===== config.mk =====
export PLATFORM = sky130hd
export DESIGN_NAME = quad_dac_serial_frame_decoder
export DESIGN_NICKNAME = d
export VERILOG_FILES = /design/src/pkg/frame_decoder_pkg.sv /design/src/logic/edge_sync.sv /design/src/logic/quad_dac_serial_frame_decoder.sv
export SDC_FILE = /design/constraint.sdc
export NUM_CORES = 1
export LEC_CHECK = 0
export ABC_AREA = 1
export BUFFER_PORTS_ARGS = -buffer_cell sky130_fd_sc_hd__clkbuf_2
export CAP_MARGIN = 10
export CORE_AREA = 4 4 107 109
export DETAILED_ROUTE_END_ITERATION = 8
export DIE_AREA = 0 0 111 113
export PLACE_DENSITY = 0.68
export SETUP_SLACK_MARGIN = 0.2
export SYNTH_ARGS = -nofsm -noshare
export SYNTH_HDL_FRONTEND = slang
export SYNTH_SLANG_ARGS = --single-unit

===== constraint.sdc =====
create_clock -name clk_in -period 4.24 [get_ports clk_in]
set_input_delay 0.424 -clock clk_in [delete_from_list [all_inputs] [get_ports clk_in]]
set_output_delay 0.424 -clock clk_in [all_outputs]
set_load 0.01 [all_outputs]

===== src/pkg/frame_decoder_pkg.sv =====
// constants for the quad converter serial frame decoder
package frame_decoder_pkg;
  localparam int FRAME_BITS    = 24;
  localparam int DATA_BITS     = 16;
  localparam int BIT_RW        = 23;
  localparam int BIT_ZERO      = 22;
  localparam int REG_MSB       = 21;
  localparam int REG_LSB       = 19;
  localparam int CHAN_MSB      = 18;
  localparam int CHAN_LSB      = 16;
  localparam int NUM_CHANNELS  = 4;
  localparam int CNT_BITS      = 5;
  localparam logic [2:0] REG_FUNCTION = 3'h0;
  localparam logic [2:0] REG_DATA     = 3'h2;
  localparam logic [2:0] REG_COARSE   = 3'h3;
  localparam logic [2:0] REG_FINE     = 3'h4;
  localparam logic [2:0] CHAN_A       = 3'h0;
  localparam logic [2:0] CHAN_B       = 3'h1;
  localparam logic [2:0] CHAN_C       = 3'h2;
  localparam logic [2:0] CHAN_D       = 3'h3;
  localparam logic [2:0] CHAN_ALL     = 3'h4;
  localparam logic [4:0] FRAME_COUNT  = 5'h18;
  localparam logic [15:0] REG_RESET   = 16'h0000;

  typedef enum logic [3:0] {
    TGT_FUNCTION = 4'h1,
    TGT_DATA     = 4'h2,
    TGT_COARSE   = 4'h4,
    TGT_FINE     = 4'h8
  } target_t;
endpackage


===== src/logic/edge_sync.sv =====
// two-flop synchroniser with edge detection for the link pins
`timescale 1ns/1ns
module edge_sync
#(
  // level the pin rests at; resetting to it keeps a false edge from following reset
  parameter logic IDLE_LEVEL = 1'b0
)
(
  // clock and reset
  input  wire logic clk_in,
  input  wire logic rst_n_in,
  // pin side
  input  wire logic pin_in,
  // synchronised level and edges
  output logic      level_out,
  output logic      rise_out,
  output logic      fall_out
);
  logic meta_q;
  logic sync_q;
  logic prev_q;

  always_ff @(posedge clk_in or negedge rst_n_in)
  begin
    if (!rst_n_in)
    begin
      meta_q <= IDLE_LEVEL;
      sync_q <= IDLE_LEVEL;
      prev_q <= IDLE_LEVEL;
    end
    else
    begin
      meta_q <= pin_in;
      sync_q <= meta_q;
      prev_q <= sync_q;
    end
  end

  assign level_out = sync_q;
  assign rise_out  = sync_q & ~prev_q;
  assign fall_out  = ~sync_q & prev_q;
endmodule // edge_sync


===== src/logic/quad_dac_serial_frame_decoder.sv =====
// serial frame decoder for a four-channel output converter
//
// Behaviour
// - 24-bit frame MSB first: rw, zero, reg type[21:19], channel[18:16], data[15:0].
// - bit 23 high requests a read, low requests a write.
// - register type 000 function, 010 data, 011 coarse gain, 100 fine gain.
// - channel 000 A, 001 B, 010 C, 011 D, 100 all four.
// - register type 000 always routes the frame to the function register.
// - function frames use the channel bits as function code; data bits go to wr_data_out.
// - read frame has rw set; its data bits are ignored.
// - frame after a read shifts previous target out on serial output.
`timescale 1ns/1ns
module quad_dac_serial_frame_decoder
  import frame_decoder_pkg::*;
(
  // clock and reset
  input  wire logic        clk_in,
  input  wire logic        rst_n_in,
  // serial link pins
  input  wire logic        sclk_in,
  input  wire logic        sync_n_in,
  input  wire logic        serial_in_pin_in,
  output logic             serial_out_pin_out,
  // decoded frame
  output logic             wr_strobe_out,
  output logic [3:0]       wr_target_out,
  output logic [3:0]       wr_chan_mask_out,
  output logic [2:0]       func_code_out,
  output logic [15:0]      wr_data_out,
  output logic             frame_error_out,
  // readback select to and data from the register bank
  output logic [3:0]       rd_target_out,
  output logic [1:0]       rd_chan_out,
  input  wire logic [15:0] rd_data_in
);
  logic sclk_rise, sclk_fall;
  logic sync_lvl, sync_rise, sync_fall;
  logic sdi_lvl;

  // link clock idles low
  edge_sync #(.IDLE_LEVEL(1'b0)) u_sclk (.clk_in(clk_in), .rst_n_in(rst_n_in), .pin_in(sclk_in),
                    .level_out(), .rise_out(sclk_rise), .fall_out(sclk_fall));
  // sync idles high, so reset must not fake a frame end
  edge_sync #(.IDLE_LEVEL(1'b1)) u_sync (.clk_in(clk_in), .rst_n_in(rst_n_in), .pin_in(sync_n_in),
                    .level_out(sync_lvl), .rise_out(sync_rise), .fall_out(sync_fall));
  edge_sync #(.IDLE_LEVEL(1'b0)) u_sdi  (.clk_in(clk_in), .rst_n_in(rst_n_in), .pin_in(serial_in_pin_in),
                    .level_out(sdi_lvl), .rise_out(), .fall_out());

  logic [FRAME_BITS-1:0] shift_q;
  logic [CNT_BITS-1:0]   count_q;
  logic [FRAME_BITS-1:0] out_q;
  logic                  read_pend_q;
  logic                  sdo_q;

  // map the three register bits to a one-hot target, zero when unlisted
  function automatic logic [3:0] decode_reg(input logic [2:0] code);
    case (code)
      REG_FUNCTION: decode_reg = TGT_FUNCTION;
      REG_DATA:     decode_reg = TGT_DATA;
      REG_COARSE:   decode_reg = TGT_COARSE;
      REG_FINE:     decode_reg = TGT_FINE;
      default:      decode_reg = 4'h0;
    endcase
  endfunction

  // map the three channel bits to a channel mask, zero when unlisted
  function automatic logic [3:0] decode_chan(input logic [2:0] code);
    case (code)
      CHAN_A:   decode_chan = 4'h1;
      CHAN_B:   decode_chan = 4'h2;
      CHAN_C:   decode_chan = 4'h4;
      CHAN_D:   decode_chan = 4'h8;
      CHAN_ALL: decode_chan = 4'hf;
      default:  decode_chan = 4'h0;
    endcase
  endfunction

  logic       frame_active;
  logic       frame_rw;
  logic       frame_zero;
  logic [2:0] frame_reg;
  logic [2:0] frame_chan;
  logic [3:0] tgt;
  logic [3:0] cmask;
  logic       is_func;
  logic       frame_ok;
  logic       frame_done;

  assign frame_active = ~sync_lvl;
  assign frame_rw   = shift_q[BIT_RW];
  assign frame_zero = shift_q[BIT_ZERO];
  assign frame_reg  = shift_q[REG_MSB:REG_LSB];
  assign frame_chan = shift_q[CHAN_MSB:CHAN_LSB];
  assign tgt   = decode_reg(frame_reg);
  assign cmask = decode_chan(frame_chan);
  // type zero is the function register
  assign is_func = (frame_reg == REG_FUNCTION);
  // function frames skip the channel check; others need a listed channel
  assign frame_ok = (tgt != 4'h0) && !frame_zero && (is_func || cmask != 4'h0);
  // only a frame of exactly 24 clocks is latched
  assign frame_done = sync_rise && (count_q == FRAME_COUNT);

  // shift in on falling link clock while sync is low
  always_ff @(posedge clk_in or negedge rst_n_in)
  begin
    if (!rst_n_in)
    begin
      shift_q <= '0;
      count_q <= '0;
    end
    else if (sync_fall)
    begin
      count_q <= '0;
    end
    else if (frame_active && sclk_fall)
    begin
      shift_q <= {shift_q[FRAME_BITS-2:0], sdi_lvl};
      // saturate so longer bursts are rejected, not wrapped
      if (count_q != '1)
        count_q <= count_q + 5'h01;
    end
  end

  // write decode and function steering
  always_ff @(posedge clk_in or negedge rst_n_in)
  begin
    if (!rst_n_in)
    begin
      wr_strobe_out    <= 1'b0;
      wr_target_out    <= 4'h0;
      wr_chan_mask_out <= 4'h0;
      func_code_out    <= 3'h0;
      wr_data_out      <= REG_RESET;
      frame_error_out  <= 1'b0;
    end
    else
    begin
      wr_strobe_out <= 1'b0;
      if (sync_rise)
        frame_error_out <= !frame_done || !frame_ok;
      if (frame_done && frame_ok && !frame_rw)
      begin
        wr_strobe_out    <= 1'b1;
        wr_target_out    <= tgt;
        wr_data_out      <= shift_q[DATA_BITS-1:0];
        // function code is channel bits, not a channel
        wr_chan_mask_out <= is_func ? 4'h0 : cmask;
        func_code_out    <= is_func ? frame_chan : 3'h0;
      end
    end
  end

  // read request capture
  always_ff @(posedge clk_in or negedge rst_n_in)
  begin
    if (!rst_n_in)
    begin
      read_pend_q   <= 1'b0;
      rd_target_out <= 4'h0;
      rd_chan_out   <= 2'h0;
    end
    else if (frame_done)
    begin
      read_pend_q <= frame_rw && frame_ok;
      if (frame_rw && frame_ok)
      begin
        rd_target_out <= tgt;
        // all-channel reads return channel A
        rd_chan_out   <= frame_chan[2] ? 2'h0 : frame_chan[1:0];
      end
    end
  end

  // readback shifts out during the next frame
  always_ff @(posedge clk_in or negedge rst_n_in)
  begin
    if (!rst_n_in)
    begin
      out_q <= '0;
      sdo_q <= 1'b0;
    end
    else if (sync_fall)
    begin
      out_q <= read_pend_q ? {8'h00, rd_data_in} : '0;
      sdo_q <= 1'b0;
    end
    else if (frame_active && sclk_rise)
    begin
      sdo_q <= out_q[FRAME_BITS-1];
      out_q <= {out_q[FRAME_BITS-2:0], 1'b0};
    end
  end

  assign serial_out_pin_out = sdo_q;
endmodule // quad_dac_serial_frame_decoder


==> impl_metrics.csv, run 1 <==
group,metric,value,unit
worst_setup_path,r2r_slack,2.02,ns
logic_synthesis,yosysTopAreaCellShare,0.565,
routing,drc,0,
global_routing,overflow,0,
logic_synthesis,synth.avg_cell_area,9.03,um^2
floorplanning,num_rows,38,
layout,nFillCells,1043,
sta,relSlewSlack,0.395,
worst_setup_path,cp_max_fo,32,
pwr,cellPowerDensity,373,nW/um^2
placed_design,port_buffers,56,
logic_synthesis,seq_area_frac_synth,0.584,
logic_synthesis,synth_top_family_by_area,"simple AND/OR/NAND/NOR gates",
run,drv_cap,0,
routing,drt_iter0_drc,141,
logic_synthesis,netlist_area,4210,um^2
outcome,status,"finished clean",
clock_network,numCtsBuffers,9,
routing,vias,3240,
layout,n_antenna_cell,0,
sta,max_slew.worst_pin.slew,0.906,ns
pwr,ir_worst_vdd,0.187,mV
clock_network,clk_pin_slew,0.10,ns
sta,min_period,2.22,ns
logic_synthesis,synthAdderAreaFrac,0.00892,
logic_synthesis,synthSimpleGateAreaFrac,0.312,
worst_setup_path,critPathBufInv,2,
sta,slew_viol_final,0,
layout,area.sequential,2460,um^2
worst_setup_path,critPathMaxStageDelay,0.83,ns
sta,finalSetupTns,0,ns
global_routing,antenna_found_initial,0,
logic_synthesis,synthFlopType,"dfrtp_1",
worst_setup_path,crit_required,4.52,ns
global_routing,grt_usage,0.142,
sta,rsz0062_at_grt,"false",
worst_setup_path,cp-start-kind,"register",
floorplanning,core_area,10600,um^2
floorplanning,die_h,113,um
logic_synthesis,async_reset_ff_frac,1.00,
sta,hold_slack,0.117,ns
clock_network,cts_sinks,98,
global_routing,grt_max_degree,60,
clock_network,postCtsSetupBuffers,0,
routing,wl,8.31,mm
worst_setup_path,crit_type,"register to register",
logic_synthesis,yosysWarningCount,0,
routing,ant_nets,0,
clock_network,cts_resized,0,
logic_synthesis,netlist_instances,466,
logic_synthesis,ys_ff_latch,98,
logic_synthesis,synth_mux_area_frac,0,
clock_network,htree_num_levels,3,
logic_synthesis,syn_nets,490,
layout,drive_gt1_frac,0.205,
layout,multi_input_area,1500,um^2
layout,layout_commonest_cell,"nand2_1",
clock_network,clockBufferDepth,2,
placed_design,hpwl,5.50,mm
clock_network,cts_tree,"built",
floorplanning,start_util,0.397,
worst_setup_path,cp.arrival,2.50,ns
floorplanning,dieArea,12500,um^2
worst_setup_path,end_kind,"register",
routing,dr.pass1.iters,4,
layout,fin_util,0.450,
clock_network,clock_latency,0.37,ns
clock_network,cts_hold_buf,0,
logic_synthesis,synthXorXnorAreaFrac,0,
logic_synthesis,synth_compound_area_frac,0.0357,
clock_network,root_buffer,"clkbuf_8",
routing,vias_per_cell,4.92,
sta,final-setup-viol-count,0,
logic_synthesis,yosys.area.top_type,"dfrtp_1",
sta,hold_viol_final,0,
layout,syn2layout_area_growth,13.4,%
placed_design,gp_congestion,0.759,
global_routing,grt_pass1_wl,14.8,mm
floorplanning,ios,57,
sta,period_share,0.524,
worst_setup_path,path_cells,"inv_2 -> nand3_1 -> clkinv_1 -> nand2_1 -> nor2_1 -> a21oi_1",
worst_hold_path,hold_path.class,"input port to asynchronous set/reset pin",
sta,fin_skew,0.0107,ns
pwr,leakage,2.55,nW
floorplanning,die_x,111,um
logic_synthesis,ys_top_cells_by_area,"dfrtp_1, nand2_1, nand3_1",
worst_setup_path,cp_slowest_cell,"nand2_1",
logic_synthesis,synth_cell_type_count,23,
layout,final_cell_mix,"nand2_1, nand3_1, dfrtp_1, clkbuf_2, inv_1",
routing,wire_per_inst,12.6,um
sta,fmax,0.450,GHz
worst_setup_path,crit_family,"simple AND/OR/NAND/NOR gates",
logic_synthesis,synth_edf_count,0,
global_routing,grt_pass1_vias,3265,
layout,nets,537,
## sequential cells by signal (all words and copies together), names as in the netlist, 2 cells and up
| signal | cells |
|---|---|
| count_q | 5 |
| func_code_out | 3 |
| out_q | 24 |
| rd_chan_out | 2 |
| rd_target_out | 4 |
| shift_q | 24 |
| wr_chan_mask_out | 4 |
| wr_data_out | 16 |
| wr_target_out | 4 |
## cells by family (layout without fill, tap and decap cells)
group / Yosys count / count (layout)
compound gates: 28 / 28
fa+ha+maj: 3 / 3
buf+inv: 55 / 107
flops: 98 / 98
simple gates: 282 / 282
## area by class of cell
type | count | area share
Tap cell | 140 | 0.0367
Timing Repair Buffer | 61 | 0.0713
Sequential cell | 98 | 0.515
Multi-Input combinational cell | 313 | 0.315
Clock buffer | 9 | 0.0260
Clock inverter | 7 | 0.0126
Inverter | 30 | 0.0236
## worst reg2reg max path: stages (launching register included)
cell and delay [ns]:
dfstp_2 0.58, inv_2 0.05, nand3_1 0.07, clkinv_1 0.37, nand2_1 0.83, nor2_1 0.10, a21oi_1 0.15
## stage by stage
step           worst slack [ns]  total power (W)  std cells  cell area, um^2
2_1_floorplan              2.75          0.00116        466             4210
3_3_place_gp               2.08          0.00122        641             4560
3_5_place_dp               2.00          0.00123        641             4560
4_1_cts                    1.99          0.00180        657             4740
5_1_grt                    1.72          0.00188        658             4770
6_report                   2.02          0.00178        658             4770
## where the power goes
part           switching, W  internal [W]
clock network      0.000345      0.000224
logic              0.000130     0.0000544
registers         0.0000455      0.000980
## Yosys cell counts, types with 5 or more instances
| library cell | number |
|---|---|
| o21ai_0 | 18 |
| nand2_1 | 132 |
| a21oi_1 | 6 |
| clkbuf_1 | 12 |
| nand3_1 | 97 |
| dfrtp_1 | 95 |
| nand2_2 | 14 |
| nor2_1 | 20 |
| buf_6 | 5 |
| nand4_1 | 7 |
| buf_2 | 8 |
| inv_1 | 26 |
## worst paths after layout
kind,endpoint,depth (start not counted),startpoint
min in group clk_in,u_sync.meta_q$_DFF_PN1_,1,sync_n_in
setup reg to reg,shift_q[16]$_DFFE_PN0P_,6,u_sync.level_out$_DFF_PN1_
max in group asynchronous,out_q[10]$_DFFE_PN0P_,2,rst_n_in
hold reg to reg,u_sdi.level_out$_DFF_PN0_,0,u_sdi.meta_q$_DFF_PN0_
hold / removal,wr_target_out[0]$_DFFE_PN0P_,1,rst_n_in
setup / recovery,shift_q[16]$_DFFE_PN0P_,6,u_sync.level_out$_DFF_PN1_
## metal layers
metal | share of wire | GRT usage | wire [um]
met2 | 0.45 | 0.225 | 3730
met1 | 0.48 | 0.186 | 3960
met5 | 0 | 0 | 0
met3 | 0.059 | 0.0380 | 494
met4 | 0.015 | 0.0558 | 121
No activity file was read; power rests on OpenSTA's default activity.
==> run 2: changes to the inputs <==
--- a/config.mk
+++ b/config.mk
@@ -11,7 +11,7 @@
 export CORE_AREA = 4 4 107 109
 export DETAILED_ROUTE_END_ITERATION = 8
 export DIE_AREA = 0 0 111 113
-export PLACE_DENSITY = 0.68
+export PLACE_DENSITY = 0.7
 export SETUP_SLACK_MARGIN = 0.2
 export SYNTH_ARGS = -nofsm -noshare
 export SYNTH_HDL_FRONTEND = slang
==> constraint.sdc (replaced) <==
create_clock -name clk_in -period 1.85 [get_ports clk_in]
set_input_delay 0.185 -clock clk_in [delete_from_list [all_inputs] [get_ports clk_in]]
set_output_delay 0.185 -clock clk_in [all_outputs]
set_load 0.01 [all_outputs]
==> impl_metrics.csv, run 2 (synthesis results as in run 1) <==
group,metric,value,unit
outcome,status,"finished clean",
routing,vias_per_cell,4.99,
sta,final-setup-viol-count,0,
worst_setup_path,critPathMaxStageDelay,0.56,ns
clock_network,numCtsBuffers,9,
worst_setup_path,crit_type,"register to register",
floorplanning,dieArea,12500,um^2
clock_network,cts_tree,"built",
layout,nets,561,
routing,ant_nets,0,
sta,period_share,0.864,
worst_setup_path,end_kind,"register",
routing,wl,9.50,mm
routing,vias,3400,
worst_setup_path,r2r_start,"u_sync.level_out$_DFF_PN1_",
sta,rsz0062_at_grt,"true",
global_routing,grt_max_degree,42,
placed_design,place_area,4650,um^2
layout,n_antenna_cell,0,
run,drv_cap,0,
worst_setup_path,r2r_slack,0.25,ns
global_routing,met1_usage,0.196,
sta,hold_viol_final,0,
placed_design,hpwl,5.84,mm
pwr,total_power,0.00437,W
global_routing,grtUsageMet3,0.0406,
layout,syn2layout_area_growth,21.4,%
worst_hold_path,min-delay-start,"rd_data_in[0]",
floorplanning,core_area,10600,um^2
clock_network,cts_sinks,98,
worst_hold_path,min_to,"out_q[0]$_DFFE_PN0P_",
layout,final_cell_mix,"nand2_1, nand3_1, dfrtp_1, clkbuf_2, inv_1",
global_routing,grt_usage,0.151,
floorplanning,die_h,113,um
sta,relSlewSlack,0.598,
worst_setup_path,critPathBufInv,1,
worst_setup_path,r2r_cells,7,
worst_setup_path,r2r_end,"wr_data_out[15]$_DFFE_PN0P_",
layout,reg_top3,"out_q (24), shift_q (24), wr_data_out (16)",
worst_setup_path,crit_required,2.11,ns
global_routing,busiest_layer,"met2",
global_routing,grt_util_met2,0.249,
worst_setup_path,cp.arrival,1.86,ns
floorplanning,num_rows,38,
clock_network,root_buffer,"clkbuf_8",
clock_network,clockBufferDepth,2,
worst_setup_path,crit_family,"simple AND/OR/NAND/NOR gates",
global_routing,overflow,0,
global_routing,antenna_found_initial,0,
floorplanning,start_util,0.397,
floorplanning,die_x,111,um
worst_setup_path,cp_slowest_cell,"dfstp_2",
layout,nFillCells,1038,
layout,layout_commonest_cell,"nand2_1",
pwr,leakage,2.67,nW
layout,instances_no_fill,682,
sta,fmax,0.625,GHz
routing,drt_iter0_drc,278,
worst_setup_path,path_cells,"inv_2 -> nor2_4 -> nand3_4 -> nor2_8 -> nand3_4 -> nand2_1 -> nand2_1",
placed_design,gp_congestion,0.744,
sta,max_slew.worst_pin.slew,0.604,ns
placed_design,place_inst,648,
clock_network,clk_pin_slew,0.10,ns
global_routing,grt_pass1_wl,15.6,mm
routing,wire_per_inst,13.9,um
pwr,ir_worst_vdd,0.529,mV
layout,drive_gt1_frac,0.249,
worst_setup_path,cp-start-kind,"register",
sta,min_period,1.60,ns
worst_hold_path,hold_path.class,"input port to register",
worst_setup_path,path_depth,7,
sta,slew_viol_final,0,
routing,dr.pass1.iters,5,
layout,fin_area,5110,um^2
worst_hold_path,hold_depth,3,
clock_network,htree_num_levels,3,
worst_setup_path,cp_max_fo,8,
sta,fin_skew,0.00829,ns
global_routing,grt_pass1_vias,3237,
pwr,cellPowerDensity,855,nW/um^2
clock_network,clock_latency,0.37,ns
placed_design,dp_slack,0.0861,ns
placed_design,port_buffers,56,
floorplanning,ios,57,
sta,fin_ws,0.251,ns
routing,drc,0,
sta,finalSetupTns,0,ns
## run 2: changes by cell type in the layout (fill, tap and decap cells not counted), sizes merged
cell	delta
buf	+17
dlygate4sd3	+4
nand3	+3
inv	+1
clkinv	-2
bufinv	+1
## run 2: worst min-delay path, cell delays in order
cell,delay [ns]
clkbuf_2,0.08
nand3_1,0.07
nand2_1,0.05
## run 2: timing repair
action,in CTS,in global routing
gates cloned,1,2
hold endpoints to repair,30,0
buffers inserted,2,9
pin swaps,3,10
endpoints found under the setup margin,30,38
resized for setup,3,16
hold buffers,4,0
## run 2: worst max path at each step
stage	from	endpoint	slack (ns)
after CTS	u_sync.level_out$_DFF_PN1_	wr_data_out[15]$_DFFE_PN0P_	0.18
final	u_sync.level_out$_DFF_PN1_	wr_data_out[15]$_DFFE_PN0P_	0.25
after global placement	u_sync.level_out$_DFF_PN1_	wr_data_out[2]$_DFFE_PN0P_	0.15
after global routing	count_q[0]$_DFFE_PN0P_	wr_chan_mask_out[1]$_DFFE_PN0P_	0.16
after floorplan	count_q[0]$_DFFE_PN0P_	func_code_out[0]$_DFFE_PN0P_	0.36
after detailed placement	u_sync.level_out$_DFF_PN1_	wr_data_out[15]$_DFFE_PN0P_	0.09
## run 2: through the flow
step / util / hold slack [ns]
detailed placement: 0.439 / 0.175
finish: 0.482 / 0.0485
floorplan: - / -0.111
global placement: 0.439 / 0.163
global route: 0.482 / 0.0641
CTS: 0.467 / 0.0328
## run 2: area by class of cell
cell class | instances | area (um^2) | area share
clock buffers | 9 | 124 | 0.0242
well taps | 140 | 175 | 0.0343
flip-flops and latches | 98 | 2460 | 0.481
inverters | 30 | 113 | 0.0220
repair buffers | 82 | 529 | 0.104
multi-input cells | 316 | 1620 | 0.317
clock inverters | 7 | 95.1 | 0.0186
## run 2: routing by layer
layer / part of all wire / vias up
met2: 0.50 / 87
li1: - / 1664
met3: 0.054 / 7
met1: 0.44 / 1642
met5: 0 / -
met4: 0.0096 / 0
## run 2: power breakdown
group	leakage [nW]	switching [W]	internal, W
sequential	1.33	0.000102	0.00225
clock	0.111	0.000833	0.000668
combinational	1.23	0.000347	0.000170
